### config.mk
export PLATFORM = sky130hd
export DESIGN_NAME = asc_top
export DESIGN_NICKNAME = d
export VERILOG_FILES = /design/src/hw/asc_baud.v /design/src/hw/asc_fifo2.v /design/src/hw/asc_top.v
export VERILOG_INCLUDE_DIRS = /design/src /design/src/hw
export SDC_FILE = /design/constraint.sdc
export NUM_CORES = 1
export LEC_CHECK = 0
export BUFFER_PORTS_ARGS = -buffer_cell sky130_fd_sc_hd__buf_2
export CAP_MARGIN = 20
export CORE_UTILIZATION = 60
export DETAILED_ROUTE_END_ITERATION = 7
export GPL_TIMING_DRIVEN = 1
export HOLD_SLACK_MARGIN = 0.05
export PLACE_DENSITY = 0.83
export SYNTH_ARGS = -nofsm -noshare
export SYNTH_HDL_FRONTEND = slang
export SYNTH_SLANG_ARGS = --single-unit
### constraint.sdc
create_clock -name clk -period 3.95 [get_ports clk]
set_clock_uncertainty 0.2 [all_clocks]
set_input_delay 0.1975 -clock clk [delete_from_list [all_inputs] [get_ports clk]]
set_output_delay 0.1975 -clock clk [all_outputs]
set_load 0.05 [all_outputs]
### src/hw/asc_defs.vh
// Constants for the serial channel pair: register offsets, fields, resets.
// Assumes a 32-bit AHB-Lite register window of 16 words.
`ifndef ASC_DEFS_VH
`define ASC_DEFS_VH
`define ASC_OFF_PEN      6'h00
`define ASC_OFF_PRESCALE 6'h04
`define ASC_OFF_TXMODE   6'h08
`define ASC_OFF_RXMODE   6'h0C
`define ASC_OFF_FORMAT   6'h10
`define ASC_OFF_TXSDR    6'h14
`define ASC_OFF_RXSDR    6'h18
`define ASC_OFF_STATUS   6'h1C
`define ASC_OFF_FLAGCLR  6'h20
`define ASC_MODE_MD      0
`define ASC_MODE_EN      7
`define ASC_FMT_INV      0
`define ASC_FMT_PAR_LO   1
`define ASC_FMT_PAR_HI   2
`define ASC_PAR_NONE     2'h0
`define ASC_PAR_ZERO     2'h1
`define ASC_PAR_EVEN     2'h2
`define ASC_PAR_ODD      2'h3
`define ASC_DIV_LO       9
`define ASC_DIV_HI       15
`define ASC_DIV_RESET    7'h02
`define ASC_PS_MAX       4'hB
`define ASC_ST_BFF       0
`define ASC_ST_TXBUSY    1
`define ASC_ST_RXVALID   2
`define ASC_ST_FEF       3
`define ASC_ST_PEF       4
`define ASC_ST_OVF       5
`define ASC_DATA_BITS    4'h8
`define ASC_HTRANS_NONSEQ 2'h2
`endif

### src/hw/asc_baud.v
// Bit timer for one channel: counts operation-clock ticks of one bit time.
// Assumes mck_tick is a one-cycle strobe from the shared prescaler.
`timescale 1ns/100ps
`default_nettype none
module asc_baud
(
  input  wire       clk,      // System clock.
  input  wire       rstn,     // Synchronous reset, active low.
  input  wire       restart,  // Restart the bit timer at zero.
  input  wire       mck_tick, // Operation clock tick.
  input  wire [6:0] div,      // Divisor field; bit time is 2*(div+1) ticks.
  output reg        half_tick,// Middle of a bit.
  output reg        bit_tick  // End of a bit.
);
  reg  [7:0] cnt_q;
  wire [7:0] last = {div, 1'b1};

  // Divisor below two is not supported by software; no clamp is spent on it.
  always @(posedge clk)
  begin
    if (!rstn || restart)
    begin
      cnt_q     <= 8'h00;
      half_tick <= 1'b0;
      bit_tick  <= 1'b0;
    end
    else
    begin
      half_tick <= mck_tick && (cnt_q == {1'b0, div});
      bit_tick  <= mck_tick && (cnt_q == last);
      if (mck_tick)
        cnt_q <= (cnt_q == last) ? 8'h00 : cnt_q + 8'h01;
    end
  end
endmodule // asc_baud
`default_nettype wire

### src/hw/asc_fifo2.v
// Two-entry buffer with valid and ready on both sides.
// Assumes both sides run on the same clock.
`timescale 1ns/100ps
`default_nettype none
module asc_fifo2
(
  input  wire       clk,       // System clock.
  input  wire       rstn,      // Synchronous reset, active low.
  input  wire       in_valid,  // Word offered.
  output wire       in_ready,  // Room for a word.
  input  wire [7:0] in_data,   // Word in.
  output wire       out_valid, // Word available.
  input  wire       out_ready, // Consumer takes the word.
  output wire [7:0] out_data   // Oldest word.
);
  reg [7:0] mem_q [0:1];
  reg       wr_q;
  reg       rd_q;
  reg [1:0] cnt_q;
  wire push = in_valid && in_ready;
  wire pop  = out_valid && out_ready;

  assign in_ready  = (cnt_q != 2'h2);
  assign out_valid = (cnt_q != 2'h0);
  assign out_data  = mem_q[rd_q];

  // Pointers and count; a push and a pop together leave the count alone.
  always @(posedge clk)
  begin
    if (!rstn)
    begin
      wr_q  <= 1'b0;
      rd_q  <= 1'b0;
      cnt_q <= 2'h0;
    end
    else
    begin
      if (push)
        wr_q <= ~wr_q;
      if (pop)
        rd_q <= ~rd_q;
      if (push && !pop)
        cnt_q <= cnt_q + 2'h1;
      else if (pop && !push)
        cnt_q <= cnt_q - 2'h1;
    end
  end

  // Storage needs no reset; empty entries are never shown as valid.
  always @(posedge clk)
  begin
    if (push)
      mem_q[wr_q] <= in_data;
  end
endmodule // asc_fifo2
`default_nettype wire

### src/hw/asc_top.v
// Asynchronous serial channel pair: even channel transmits, odd receives.
// Assumes an AHB-Lite master on the same clock and a UART partner on the pins.
//
// The AHB-Lite register port and the placing of the registers were left to the implementer.
`include "asc_defs.vh"
`timescale 1ns/100ps
`default_nettype none
module asc_top
(
  input  wire        clk,             // System clock, 40 MHz.
  input  wire        rstn,            // Synchronous reset, active low.
  input  wire        hsel,            // AHB slave select.
  input  wire [31:0] haddr,           // AHB address.
  input  wire [1:0]  htrans,          // AHB transfer type.
  input  wire        hwrite,          // AHB write.
  input  wire [2:0]  hsize,           // AHB size, word only.
  input  wire        hready,          // AHB bus ready.
  input  wire [31:0] hwdata,          // AHB write data.
  output reg  [31:0] hrdata,          // AHB read data.
  output wire        hreadyout,       // Always ready.
  output wire        hresp,           // Always OKAY.
  input  wire        serial_rx_pin,   // Receive line from partner.
  output reg         serial_tx_pin,   // Transmit line to partner.
  output reg         tx_irq,          // Transmit interrupt pulse.
  output reg         rx_complete_irq, // Receive transfer-end pulse.
  output reg         rx_error_irq     // Receive error pulse.
);
  localparam [4:0] S_IDLE  = 5'h01;
  localparam [4:0] S_START = 5'h02;
  localparam [4:0] S_DATA  = 5'h04;
  localparam [4:0] S_PAR   = 5'h08;
  localparam [4:0] S_STOP  = 5'h10;
  reg        pen_q;
  reg  [3:0] ps_q;
  reg  [7:0] txmode_q;
  reg  [7:0] rxmode_q;
  reg  [2:0] fmt_q;
  reg  [6:0] txdiv_q;
  reg  [6:0] rxdiv_q;
  reg        fef_q, pef_q, ovf_q;
  reg  [7:0] txbuf_q;
  reg        bff_q;
  reg  [11:0] pre_q;
  // Bus address phase capture.
  reg        wr_pend_q;
  reg  [5:0] wr_addr_q;
  wire       aphase = hsel && hready && (htrans == `ASC_HTRANS_NONSEQ);
  wire [5:0] a_off  = {haddr[5:2], 2'b00};
  wire       wr_en  = wr_pend_q;
  wire       inv    = fmt_q[`ASC_FMT_INV];
  wire [1:0] par    = fmt_q[`ASC_FMT_PAR_HI:`ASC_FMT_PAR_LO];
  wire       rd_pop = aphase && !hwrite && (a_off == `ASC_OFF_RXSDR);
  wire       tx_wr  = wr_en && (wr_addr_q == `ASC_OFF_TXSDR) && pen_q;
  assign hreadyout = 1'b1;
  assign hresp     = 1'b0;
  // Address phase is latched; the write lands with hwdata in the data phase.
  always @(posedge clk)
  begin
    if (!rstn)
    begin
      wr_pend_q <= 1'b0;
      wr_addr_q <= 6'h00;
    end
    else
    begin
      wr_pend_q <= aphase && hwrite && (hsize == 3'h2);
      wr_addr_q <= a_off;
    end
  end
  // Configuration registers; only enable is writable while the unit is off.
  // The prescaler is not guarded against an early write after enable.
  always @(posedge clk)
  begin
    if (!rstn)
    begin
      pen_q    <= 1'b0;
      ps_q     <= 4'h0;
      txmode_q <= 8'h00;
      rxmode_q <= 8'h00;
      fmt_q    <= 3'h0;
      txdiv_q  <= `ASC_DIV_RESET;
      rxdiv_q  <= `ASC_DIV_RESET;
    end
    else if (wr_en)
    begin
      if (wr_addr_q == `ASC_OFF_PEN)
        pen_q <= hwdata[0];
      if (pen_q)
      begin
        case (wr_addr_q)
          `ASC_OFF_PRESCALE: ps_q <= (hwdata[3:0] > `ASC_PS_MAX) ? `ASC_PS_MAX : hwdata[3:0];
          `ASC_OFF_TXMODE:   txmode_q <= hwdata[7:0];
          `ASC_OFF_RXMODE:   rxmode_q <= hwdata[7:0];
          `ASC_OFF_FORMAT:   fmt_q <= hwdata[2:0];
          `ASC_OFF_TXSDR:    txdiv_q <= hwdata[`ASC_DIV_HI:`ASC_DIV_LO];
          `ASC_OFF_RXSDR:    rxdiv_q <= hwdata[`ASC_DIV_HI:`ASC_DIV_LO];
          default:           ps_q <= ps_q;
        endcase
      end
    end
  end
  // Shared prescaler: a tick every 2^ps system clocks gives the operation clock.
  wire [11:0] ps_mask = ~(12'hFFF << ps_q);
  wire        mck_tick = pen_q && ((pre_q & ps_mask) == ps_mask);
  always @(posedge clk)
  begin
    if (!rstn || !pen_q)
      pre_q <= 12'h000;
    else
      pre_q <= pre_q + 12'h001;
  end
  // Transmit channel, the even one of the pair.
  reg  [4:0] tx_st_q;
  reg  [7:0] tx_sh_q;
  reg  [3:0] tx_cnt_q;
  reg        tx_par_q;
  wire       tx_en    = pen_q && txmode_q[`ASC_MODE_EN];
  wire       tx_md    = txmode_q[`ASC_MODE_MD];
  wire       tx_idle  = (tx_st_q == S_IDLE);
  wire       tx_bit_tick;
  wire       tx_load  = tx_en && bff_q && (tx_idle || (tx_st_q == S_STOP && tx_bit_tick));
  asc_baud u_tx_baud
  (
    .clk      (clk),
    .rstn     (rstn),
    .restart  (tx_load || !tx_en),
    .mck_tick (mck_tick),
    .div      (txdiv_q),
    .half_tick(),
    .bit_tick (tx_bit_tick)
  );
  // Buffer full flag: a write always wins over the move into the shifter.
  always @(posedge clk)
  begin
    if (!rstn || !pen_q)
    begin
      bff_q   <= 1'b0;
      txbuf_q <= 8'h00;
    end
    else if (tx_wr)
    begin
      bff_q   <= 1'b1;
      txbuf_q <= hwdata[7:0];
    end
    else if (tx_load)
      bff_q <= 1'b0;
  end
  // Frame sequencer: start, eight data bits LSB first, optional parity, one stop.
  always @(posedge clk)
  begin
    if (!rstn || !tx_en)
    begin
      tx_st_q  <= S_IDLE;
      tx_sh_q  <= 8'h00;
      tx_cnt_q <= 4'h0;
      tx_par_q <= 1'b0;
    end
    else if (tx_load)
    begin
      tx_st_q  <= S_START;
      tx_sh_q  <= txbuf_q;
      tx_cnt_q <= 4'h0;
      tx_par_q <= (par == `ASC_PAR_EVEN) ? ^txbuf_q :
                  (par == `ASC_PAR_ODD) ? ~^txbuf_q : 1'b0;
    end
    else if (tx_bit_tick)
    begin
      case (tx_st_q)
        S_START: tx_st_q <= S_DATA;
        S_DATA:
        begin
          tx_sh_q  <= {1'b0, tx_sh_q[7:1]};
          tx_cnt_q <= tx_cnt_q + 4'h1;
          if (tx_cnt_q == `ASC_DATA_BITS - 4'h1)
            tx_st_q <= (par == `ASC_PAR_NONE) ? S_STOP : S_PAR;
        end
        S_PAR:   tx_st_q <= S_STOP;
        S_STOP:  tx_st_q <= S_IDLE;
        default: tx_st_q <= S_IDLE;
      endcase
    end
  end
  // Line level; the idle level follows the polarity bit.
  reg tx_bit;
  always @*
  begin
    case (tx_st_q)
      S_START: tx_bit = 1'b0;
      S_DATA:  tx_bit = tx_sh_q[0];
      S_PAR:   tx_bit = tx_par_q;
      default: tx_bit = 1'b1;
    endcase
  end
  always @(posedge clk)
  begin
    if (!rstn)
      serial_tx_pin <= 1'b1;
    else
      serial_tx_pin <= tx_bit ^ inv;
  end
  // Transmit interrupt: the source bit is read live, so late changes count.
  always @(posedge clk)
  begin
    if (!rstn)
      tx_irq <= 1'b0;
    else if (tx_md)
      tx_irq <= tx_load;
    else
      tx_irq <= tx_en && (tx_st_q == S_STOP) && tx_bit_tick;
  end
  // Receive channel, the odd one of the pair.
  reg        rx_s1_q, rx_s2_q, rx_s3_q;
  reg  [4:0] rx_st_q;
  reg  [7:0] rx_sh_q;
  reg  [3:0] rx_cnt_q;
  reg        rx_pbit_q;
  wire       rx_en   = pen_q && rxmode_q[`ASC_MODE_EN];
  wire       rx_line = rx_s2_q ^ inv;
  wire       rx_prev = rx_s3_q ^ inv;
  wire       rx_fall = rx_prev && !rx_line;
  wire       rx_go   = (rx_st_q == S_IDLE) && rx_fall;
  wire       rx_half;
  wire       fifo_ready;
  wire       fifo_valid;
  wire [7:0] fifo_data;
  wire       rx_done = (rx_st_q == S_STOP) && rx_half;
  wire       par_exp = (par == `ASC_PAR_EVEN) ? ^rx_sh_q : ~^rx_sh_q;
  wire       par_bad = par[1] && (rx_pbit_q != par_exp);
  wire       frm_bad = !rx_line;
  // Two flops bring the asynchronous pin into the clock domain.
  always @(posedge clk)
  begin
    if (!rstn)
    begin
      rx_s1_q <= 1'b1;
      rx_s2_q <= 1'b1;
      rx_s3_q <= 1'b1;
    end
    else
    begin
      rx_s1_q <= serial_rx_pin;
      rx_s2_q <= rx_s1_q;
      rx_s3_q <= rx_s2_q;
    end
  end
  asc_baud u_rx_baud
  (
    .clk      (clk),
    .rstn     (rstn),
    .restart  (rx_go || !rx_en),
    .mck_tick (mck_tick),
    .div      (rxdiv_q),
    .half_tick(rx_half),
    .bit_tick ()
  );
  // Every bit is sampled at its centre; a start bit gone high is a glitch.
  always @(posedge clk)
  begin
    if (!rstn || !rx_en)
    begin
      rx_st_q   <= S_IDLE;
      rx_sh_q   <= 8'h00;
      rx_cnt_q  <= 4'h0;
      rx_pbit_q <= 1'b0;
    end
    else if (rx_go)
    begin
      rx_st_q  <= S_START;
      rx_cnt_q <= 4'h0;
    end
    else if (rx_half)
    begin
      case (rx_st_q)
        S_START: rx_st_q <= rx_line ? S_IDLE : S_DATA;
        S_DATA:
        begin
          rx_sh_q  <= {rx_line, rx_sh_q[7:1]};
          rx_cnt_q <= rx_cnt_q + 4'h1;
          if (rx_cnt_q == `ASC_DATA_BITS - 4'h1)
            rx_st_q <= (par == `ASC_PAR_NONE) ? S_STOP : S_PAR;
        end
        S_PAR:
        begin
          rx_pbit_q <= rx_line;
          rx_st_q   <= S_STOP;
        end
        S_STOP:  rx_st_q <= S_IDLE;
        default: rx_st_q <= S_IDLE;
      endcase
    end
  end
  // Received words wait here so a slow reader does not lose the next one.
  asc_fifo2 u_rx_fifo
  (
    .clk      (clk),
    .rstn     (rstn),
    .in_valid (rx_done),
    .in_ready (fifo_ready),
    .in_data  (rx_sh_q),
    .out_valid(fifo_valid),
    .out_ready(rd_pop),
    .out_data (fifo_data)
  );

  // Error flags: a new error wins over a clear written in the same cycle.
  // Receive interrupts share the process; the odd channel's source bit is ignored.
  wire clr_wr = wr_en && (wr_addr_q == `ASC_OFF_FLAGCLR);
  wire set_f  = rx_done && frm_bad;
  wire set_p  = rx_done && par_bad;
  wire set_o  = rx_done && !fifo_ready;
  always @(posedge clk)
  begin
    if (!rstn)
    begin
      fef_q           <= 1'b0;
      pef_q           <= 1'b0;
      ovf_q           <= 1'b0;
      rx_complete_irq <= 1'b0;
      rx_error_irq    <= 1'b0;
    end
    else
    begin
      fef_q <= set_f || (fef_q && !(clr_wr && hwdata[`ASC_ST_FEF]));
      pef_q <= set_p || (pef_q && !(clr_wr && hwdata[`ASC_ST_PEF]));
      ovf_q <= set_o || (ovf_q && !(clr_wr && hwdata[`ASC_ST_OVF]));
      rx_complete_irq <= rx_done;
      rx_error_irq    <= set_f || set_p || set_o;
    end
  end

  // Read data are registered at the address phase; unmapped words read zero.
  always @(posedge clk)
  begin
    if (!rstn)
      hrdata <= 32'h00000000;
    else if (aphase && !hwrite)
    begin
      case (a_off)
        `ASC_OFF_PEN:      hrdata <= {31'h0, pen_q};
        `ASC_OFF_PRESCALE: hrdata <= {28'h0, ps_q};
        `ASC_OFF_TXMODE:   hrdata <= {24'h0, txmode_q};
        `ASC_OFF_RXMODE:   hrdata <= {24'h0, rxmode_q};
        `ASC_OFF_FORMAT:   hrdata <= {29'h0, fmt_q};
        `ASC_OFF_TXSDR:    hrdata <= {16'h0, txdiv_q, 1'b0, txbuf_q};
        `ASC_OFF_RXSDR:    hrdata <= {16'h0, rxdiv_q, 1'b0, fifo_valid ? fifo_data : 8'h00};
        `ASC_OFF_STATUS:   hrdata <= {26'h0, ovf_q, pef_q, fef_q, fifo_valid, !tx_idle, bff_q};
        default:           hrdata <= 32'h00000000;
      endcase
    end
  end
endmodule // asc_top
`default_nettype wire

======== Yosys cells after proc, flatten, opt, wreduce, memory -nomap -nowiden ========
Memory sizes are Yosys's and may differ from the RTL's. A register that Yosys moved wholly into a read port is not among the register bits.
Cells that the tools add are included.
word-level totals
  bits in registers ....................... 166
  memories ................................ 1
  output and inout port bits .............. 38
  input port bits ......................... 75
  bits in writable memories ............... 16
  word-level logic and storage cells ...... 223
memories
  memory           words  bits a word  read ports  clocked after memory_dff  write ports  RTL line        RTL
  u_rx_fifo.mem_q  2      8            1           1                         1            asc_fifo2.v:16  reg [7:0] mem_q [0:1];
cells by class
  reduce and logical (&&, ||, !) cells .... 93
  $lt $le $gt $ge ......................... 1
  bitwise operators ....................... 8
  mux-type cells .......................... 31
  add/sub/neg operators ................... 7
  equality and inequality tests ........... 40
  shifts and indexed selects .............. 1
operators by type and width
  kind                   count
  $pmux 16 s8            1
  $mux 8                 6
  $logic_and 1x1->1      36
  $pmux 5 s3             2
  $eq 4x3->1 const B     6
  $reduce_and 3->1       8
  $eq 6x5->1 const B     3
  $add 8x1->8 const B    2
  $eq 8x8->1             2
  $reduce_and 2->1       8
  $reduce_xnor 8->1      2
  $reduce_xor 8->1       2
  $mux 5                 3
  $logic_not 1->1        13
  $logic_or 1x1->1       13
  $add 12x1->12 const B  1
  $and 12x12->12         1
  $eq 12x12->1           1
  $eq 6x4->1 const B     2
  $logic_not 6->1        2
  $mux 2                 6
  $not 12->12            1
  $reduce_bool 2->1      6
  $shl 12x4->12 const A  1
  27 further kinds       53

======== Logic depth before layout (Yosys ltp) ========
  depth in word-level cells ............... 8
  depth in mapped cells ................... 9

======== Hierarchy ========
A second synthesis with hierarchy kept.
second synthesis, totals
  cells, all modules ...................... 838
  area, all modules ....................... 7958.9 um^2
modules (own cells, without submodules)
  module     cells each  area each (um^2)  times used
  asc_top    656         5925.7            1
  asc_baud   66          611.8             2
  asc_fifo2  50          809.5             1

======== Worst setup path after synthesis ========
No wires, ideal clock.
  kind .................................... input port to flip-flop
  start point ............................. input haddr[3]
  end point ............................... register u_rx_fifo.cnt_q[1]
  required time ........................... 3.674 ns
  setup time .............................. 0.076 ns
  buffers on the path ..................... 2
  cell stages on the path ................. 8
  arrival time ............................ 1.945 ns
  slack ................................... 1.730 ns
  cells stage by stage .................... clkbuf_1 -> nor4bb_1 -> buf_2 -> o21a_1 -> nand2_1 -> ha_1 -> or3_1 -> a21boi_0
on the way
  longest elaborated chain between the ends .. 6
ends and longest elaborated chain
  item                                                RTL line        RTL
  from (decl)                                         asc_top.v:13    input wire [31:0] haddr,
  $eq 4x3->1 *                                        --
  $logic_and 1x1->1 *                                 asc_top.v:52    wire rd_pop = aphase && !hwrite && (a_off == `ASC_OFF_RXSDR);
  $logic_and 1x1->1 *                                 asc_fifo2.v:21  wire pop = out_valid && out_ready;
  $logic_not 1->1                                     asc_fifo2.v:42  if (push && !pop)
  $logic_and 1x1->1                                   asc_fifo2.v:42
  $mux 2 / $reduce_bool 2->1 (equally long branches)  --
  to (signal assigned)                                asc_fifo2.v:43  cnt_q <= cnt_q + 2'h1;
  to (signal assigned)                                asc_fifo2.v:45  cnt_q <= cnt_q - 2'h1;
  to (decl)                                           asc_fifo2.v:19  reg [1:0] cnt_q;
Mark *: on every way between the ends. The rest lies on a longest branch, timed or not.
A chain may end at the register's enable or synchronous reset.

======== Worst setup path in the final report ========
  start point ............................. register pen_q
  end point ............................... register u_rx_baud.cnt_q[6]
on the way
  longest elaborated chain between the ends .. 4
ends and longest elaborated chain
  item                    RTL line       RTL
  from (decl)             asc_top.v:33   reg pen_q;
  from (signal assigned)  asc_top.v:87   pen_q <= hwdata[0];
  $logic_and 1x1->1       asc_top.v:217  wire rx_en = pen_q && rxmode_q[`ASC_MODE_EN];
  $logic_not 1->1         asc_top.v:250  .restart (rx_go || !rx_en),
  $logic_or 1x1->1        asc_top.v:250
  $logic_or 1x1->1        asc_baud.v:21  if (!rstn || restart)
  to (signal assigned)    asc_baud.v:32  cnt_q <= (cnt_q == last) ? 8'h00 : cnt_q + 8'h01;
  to (decl)               asc_baud.v:15  reg [7:0] cnt_q;
Several ways; a longest one is shown, not always the timed one.

==> run_results.csv <==
group,metric,value,unit
cells_and_area,layout_commonest_cell,"dfxtp_1",
synth,synth_edf_count,16,
timing,slew_viol_final,0,
timing,maxSlewHeadroom,0.3983,
placement,dp_hpwl,11.70,mm
hold_path,hp-start,"htrans[0]",
floorplanning,die-area,13100,um^2
worst_setup_path,endpoint_kind,"flop",
status,outcome,"finished clean",
cells_and_area,final_cell_mix,"148 x dfxtp_1, 76 x nor2_1, 68 x mux2i_1",
pwr,power_leakage,0.003078,uW
clock_network,cts_tree,"yes",
clock_network,htreeDepth,4,
cells_and_area,diodes,0,
clock_network,clk_pin_slew,70,ps
synth,yosysUniqueCellTypes,68,
synth,seq_area_frac_synth,0.4539,
detailed_routing,drc,0,
timing,grt_setup_unrepaired,"false",
clock_network,cts.sinks,164,
detailed_routing,routed_wl,17.38,mm
worst_setup_path,worstPathRequired,4110,ps
timing,period_minus_slack,2809,ps
worst_setup_path,r2r-start,"pen_q$_SDFFE_PN0P_",
global_route,antenna_found_initial,0,
placement,routabilityCongestion,0.9080,
global_route,grt_pass1_wl,28.34,mm
detailed_routing,wire_per_inst,16.83,um
worst_setup_path,r2r_slack,1140,ps
floorplanning,ioPinCount,113,
clock_network,cts_buffer_depth,2,
clock_network,cts_root_buffer,"clkbuf_16",
synth,netlist_instances,798,
floorplanning,initial_core_util,0.6238,
clock_network,post-cts-setup-buffers,0,
cells_and_area,drive_gt1_frac,0.1179,
clock_network,tritoncts.num_buffers,17,
floorplanning,die_w,114.4,um
worst_setup_path,path_class,"reg2reg",
floorplanning,num_rows,40,
synth,avgSynthCellArea,9.506,um^2
global_route,globalRouteOverflowTotal,0,
global_route,grtUsageTotal,0.2790,
cells_and_area,nets,933,
pwr,seq_power_share,0.472,
synth,yosys_warnings,0,
pwr,power.switching,772.4,uW
pwr,swShare,0.2162,
timing,hold_viol_final,0,
synth,synth-async-reset-ratio,0,
worst_setup_path,cp_max_fo,23,
job,max_cap_viol_count,0,
detailed_routing,vias,6017,
detailed_routing,dr.pass1.iters,6,
pwr,ir_drop,376.7,uV
timing,whs,202.5,ps
timing,tightestPinTransition,897.7,ps
floorplanning,fp.dieH,114.4,um
global_route,first_global_vias,5762,
global_route,grt_max_degree,64,
placement,port_buffers,48,
synth,ys_ff_latch,164,
timing,fmax,0.3560,GHz
worst_setup_path,r2r_cells,5,
detailed_routing,drtIter0Drc,592,
clock_network,clock_latency,430,ps
worst_setup_path,cp.arrival,2970,ps
hold_path,hold_path.class,"in2reg",
synth,synthFlopType,"dfxtp_1",
hold_path,holdPathEnd,"hrdata[4]$_SDFFE_PN0N_",
pwr,internal-power,2800,uW
clock_network,postCtsResizedCells,0,
hold_path,min_path_cells,5,
pwr,clkPwrFrac,0.487,
synth,syn_area,7586,um^2
pwr,power.share.combinational,0.041,
cells_and_area,syn_to_final_growth,14.84,%
worst_setup_path,crit_path_start_kind,"flop",
worst_setup_path,r2r_end,"u_rx_baud.cnt_q[6]$_SDFFE_PP0P_",
pwr,powerDensity,410.1,nW/um^2
detailed_routing,ant_nets,0,
detailed_routing,via_per_inst,5.825,
timing,finalSetupTns,0,ps
timing,timing.final.crit_share,0.7112,
floorplanning,core,12160,um^2
timing,finalSetupViolCount,0,
## power by group through the flow
stage               Sequential (uW)  Combinational (uW)  Clock (uW)
global route                   1690                 154        1830
CTS                            1690                 143        1760
global placement               1720                 124           0
finish                         1690                 145        1740
detailed placement             1720                 126           0
floorplan                      1730                94.9           0
## Yosys cell counts (11+ instances only)
cell type / count / area share
xnor2_1: 31 / 0.036
a21oi_1: 40 / 0.026
nor2b_1: 43 / 0.035
xor2_1: 34 / 0.039
nand2b_1: 12 / 0.0099
nor2_1: 76 / 0.038
clkbuf_1: 30 / 0.015
nand4_1: 12 / 0.0099
edfxtp_1: 16 / 0.063
mux2i_1: 68 / 0.090
buf_4: 19 / 0.019
dfxtp_1: 148 / 0.39
o21ai_0: 27 / 0.018
nor3b_1: 12 / 0.012
nand3_1: 20 / 0.013
nand2_1: 42 / 0.021
nor3_1: 11 / 0.0073
## cell families (layout without fill, tap and decap cells)
kind of cell / count (synthesis) / after routing / share of synthesized area
AND/OR/NAND/NOR: 289 / 289 / 0.2078
flip-flops: 164 / 164 / 0.4539
AO/OA/AOI/OAI: 129 / 129 / 0.1095
multiplexers: 73 / 73 / 0.09715
buffers and inverters: 70 / 120 / 0.04569
XOR/XNOR: 65 / 65 / 0.07505
adder cells (fa/ha/maj): 6 / 6 / 0.009896
other: 2 / 19 / 0.0009900
## cell type report
| class | instances | area [um^2] |
|---|---|---|
| inverters | 10 | 37.54 |
| well taps | 168 | 210.2 |
| clock inverters | 10 | 146.4 |
| fillers | 846 | 3450 |
| flip-flops and latches | 164 | 3443 |
| multi-input cells | 581 | 3866 |
| clock buffers | 22 | 485.5 |
| repair buffers | 78 | 523.0 |
## per-stage QoR
step	power (uW)	std cells	cell area, um^2	util	setup WS [ps]
2_1_floorplan	1830	815	7650	-	1730
3_5_place_dp	1850	978	7850	0.6455	1187
5_1_grt	3677	1033	8712	0.7164	983.9
4_1_cts	3589	1033	8712	0.7164	1177
3_3_place_gp	1848	978	7850	0.6455	1309
6_report	3573	1033	8712	0.7164	1141
## layer usage
metal / vias to the layer above / part of all wire / GRT usage / wire [um]
met2: 232 / 0.48 / 0.4566 / 8314
met1: 2860 / 0.44 / 0.3520 / 7575
met3: 45 / 0.063 / 0.07253 / 1091
met5: - / 0 / 0 / 0
li1: 2880 / - / - / -
met4: 0 / 0.023 / 0.1108 / 402
## repair_timing
item | 4_1_cts | 5_1_grt
hold buffers | 23 | 0
endpoints found under the hold margin | 60 | 0
endpoints found under the setup margin | 0 | 0
## how the worst max path moves through the flow
stage / from / endpoint / slack [ps] / depth (start not counted)
final: pen_q$_SDFFE_PN0P_ / u_rx_baud.cnt_q[6]$_SDFFE_PP0P_ / 1140 / 5
after global routing: pre_q[2]$_SDFF_PP0_ / u_rx_baud.cnt_q[6]$_SDFFE_PP0P_ / 980 / 5
after CTS: pen_q$_SDFFE_PN0P_ / u_rx_baud.cnt_q[6]$_SDFFE_PP0P_ / 1180 / 5
after detailed placement: pen_q$_SDFFE_PN0P_ / u_rx_baud.cnt_q[6]$_SDFFE_PP0P_ / 1190 / 5
after global placement: pen_q$_SDFFE_PN0P_ / u_rx_baud.cnt_q[6]$_SDFFE_PP0P_ / 1310 / 5
after floorplan: haddr[3] / u_rx_fifo.cnt_q[1]$_SDFFE_PN0P_ / 1730 / 8
## worst max-delay path, stage by stage (launching register included)
cell and delay (ps):
dfxtp_1 610, o21ai_0 300, nor4_4 380, nand3_2 420, or4_1 660, a21oi_1 160
## registers in the layout (all words and copies together) (netlist names), 8 cells and up, named ones only
signal,cells
u_rx_baud.cnt_q,8
hrdata,15
txbuf_q,8
u_rx_fifo.mem_q,16
pre_q,12
txmode_q,8
rx_sh_q,8
tx_sh_q,8
rxmode_q,8
u_tx_baud.cnt_q,8
No activity file was read; power rests on OpenSTA's default activity.
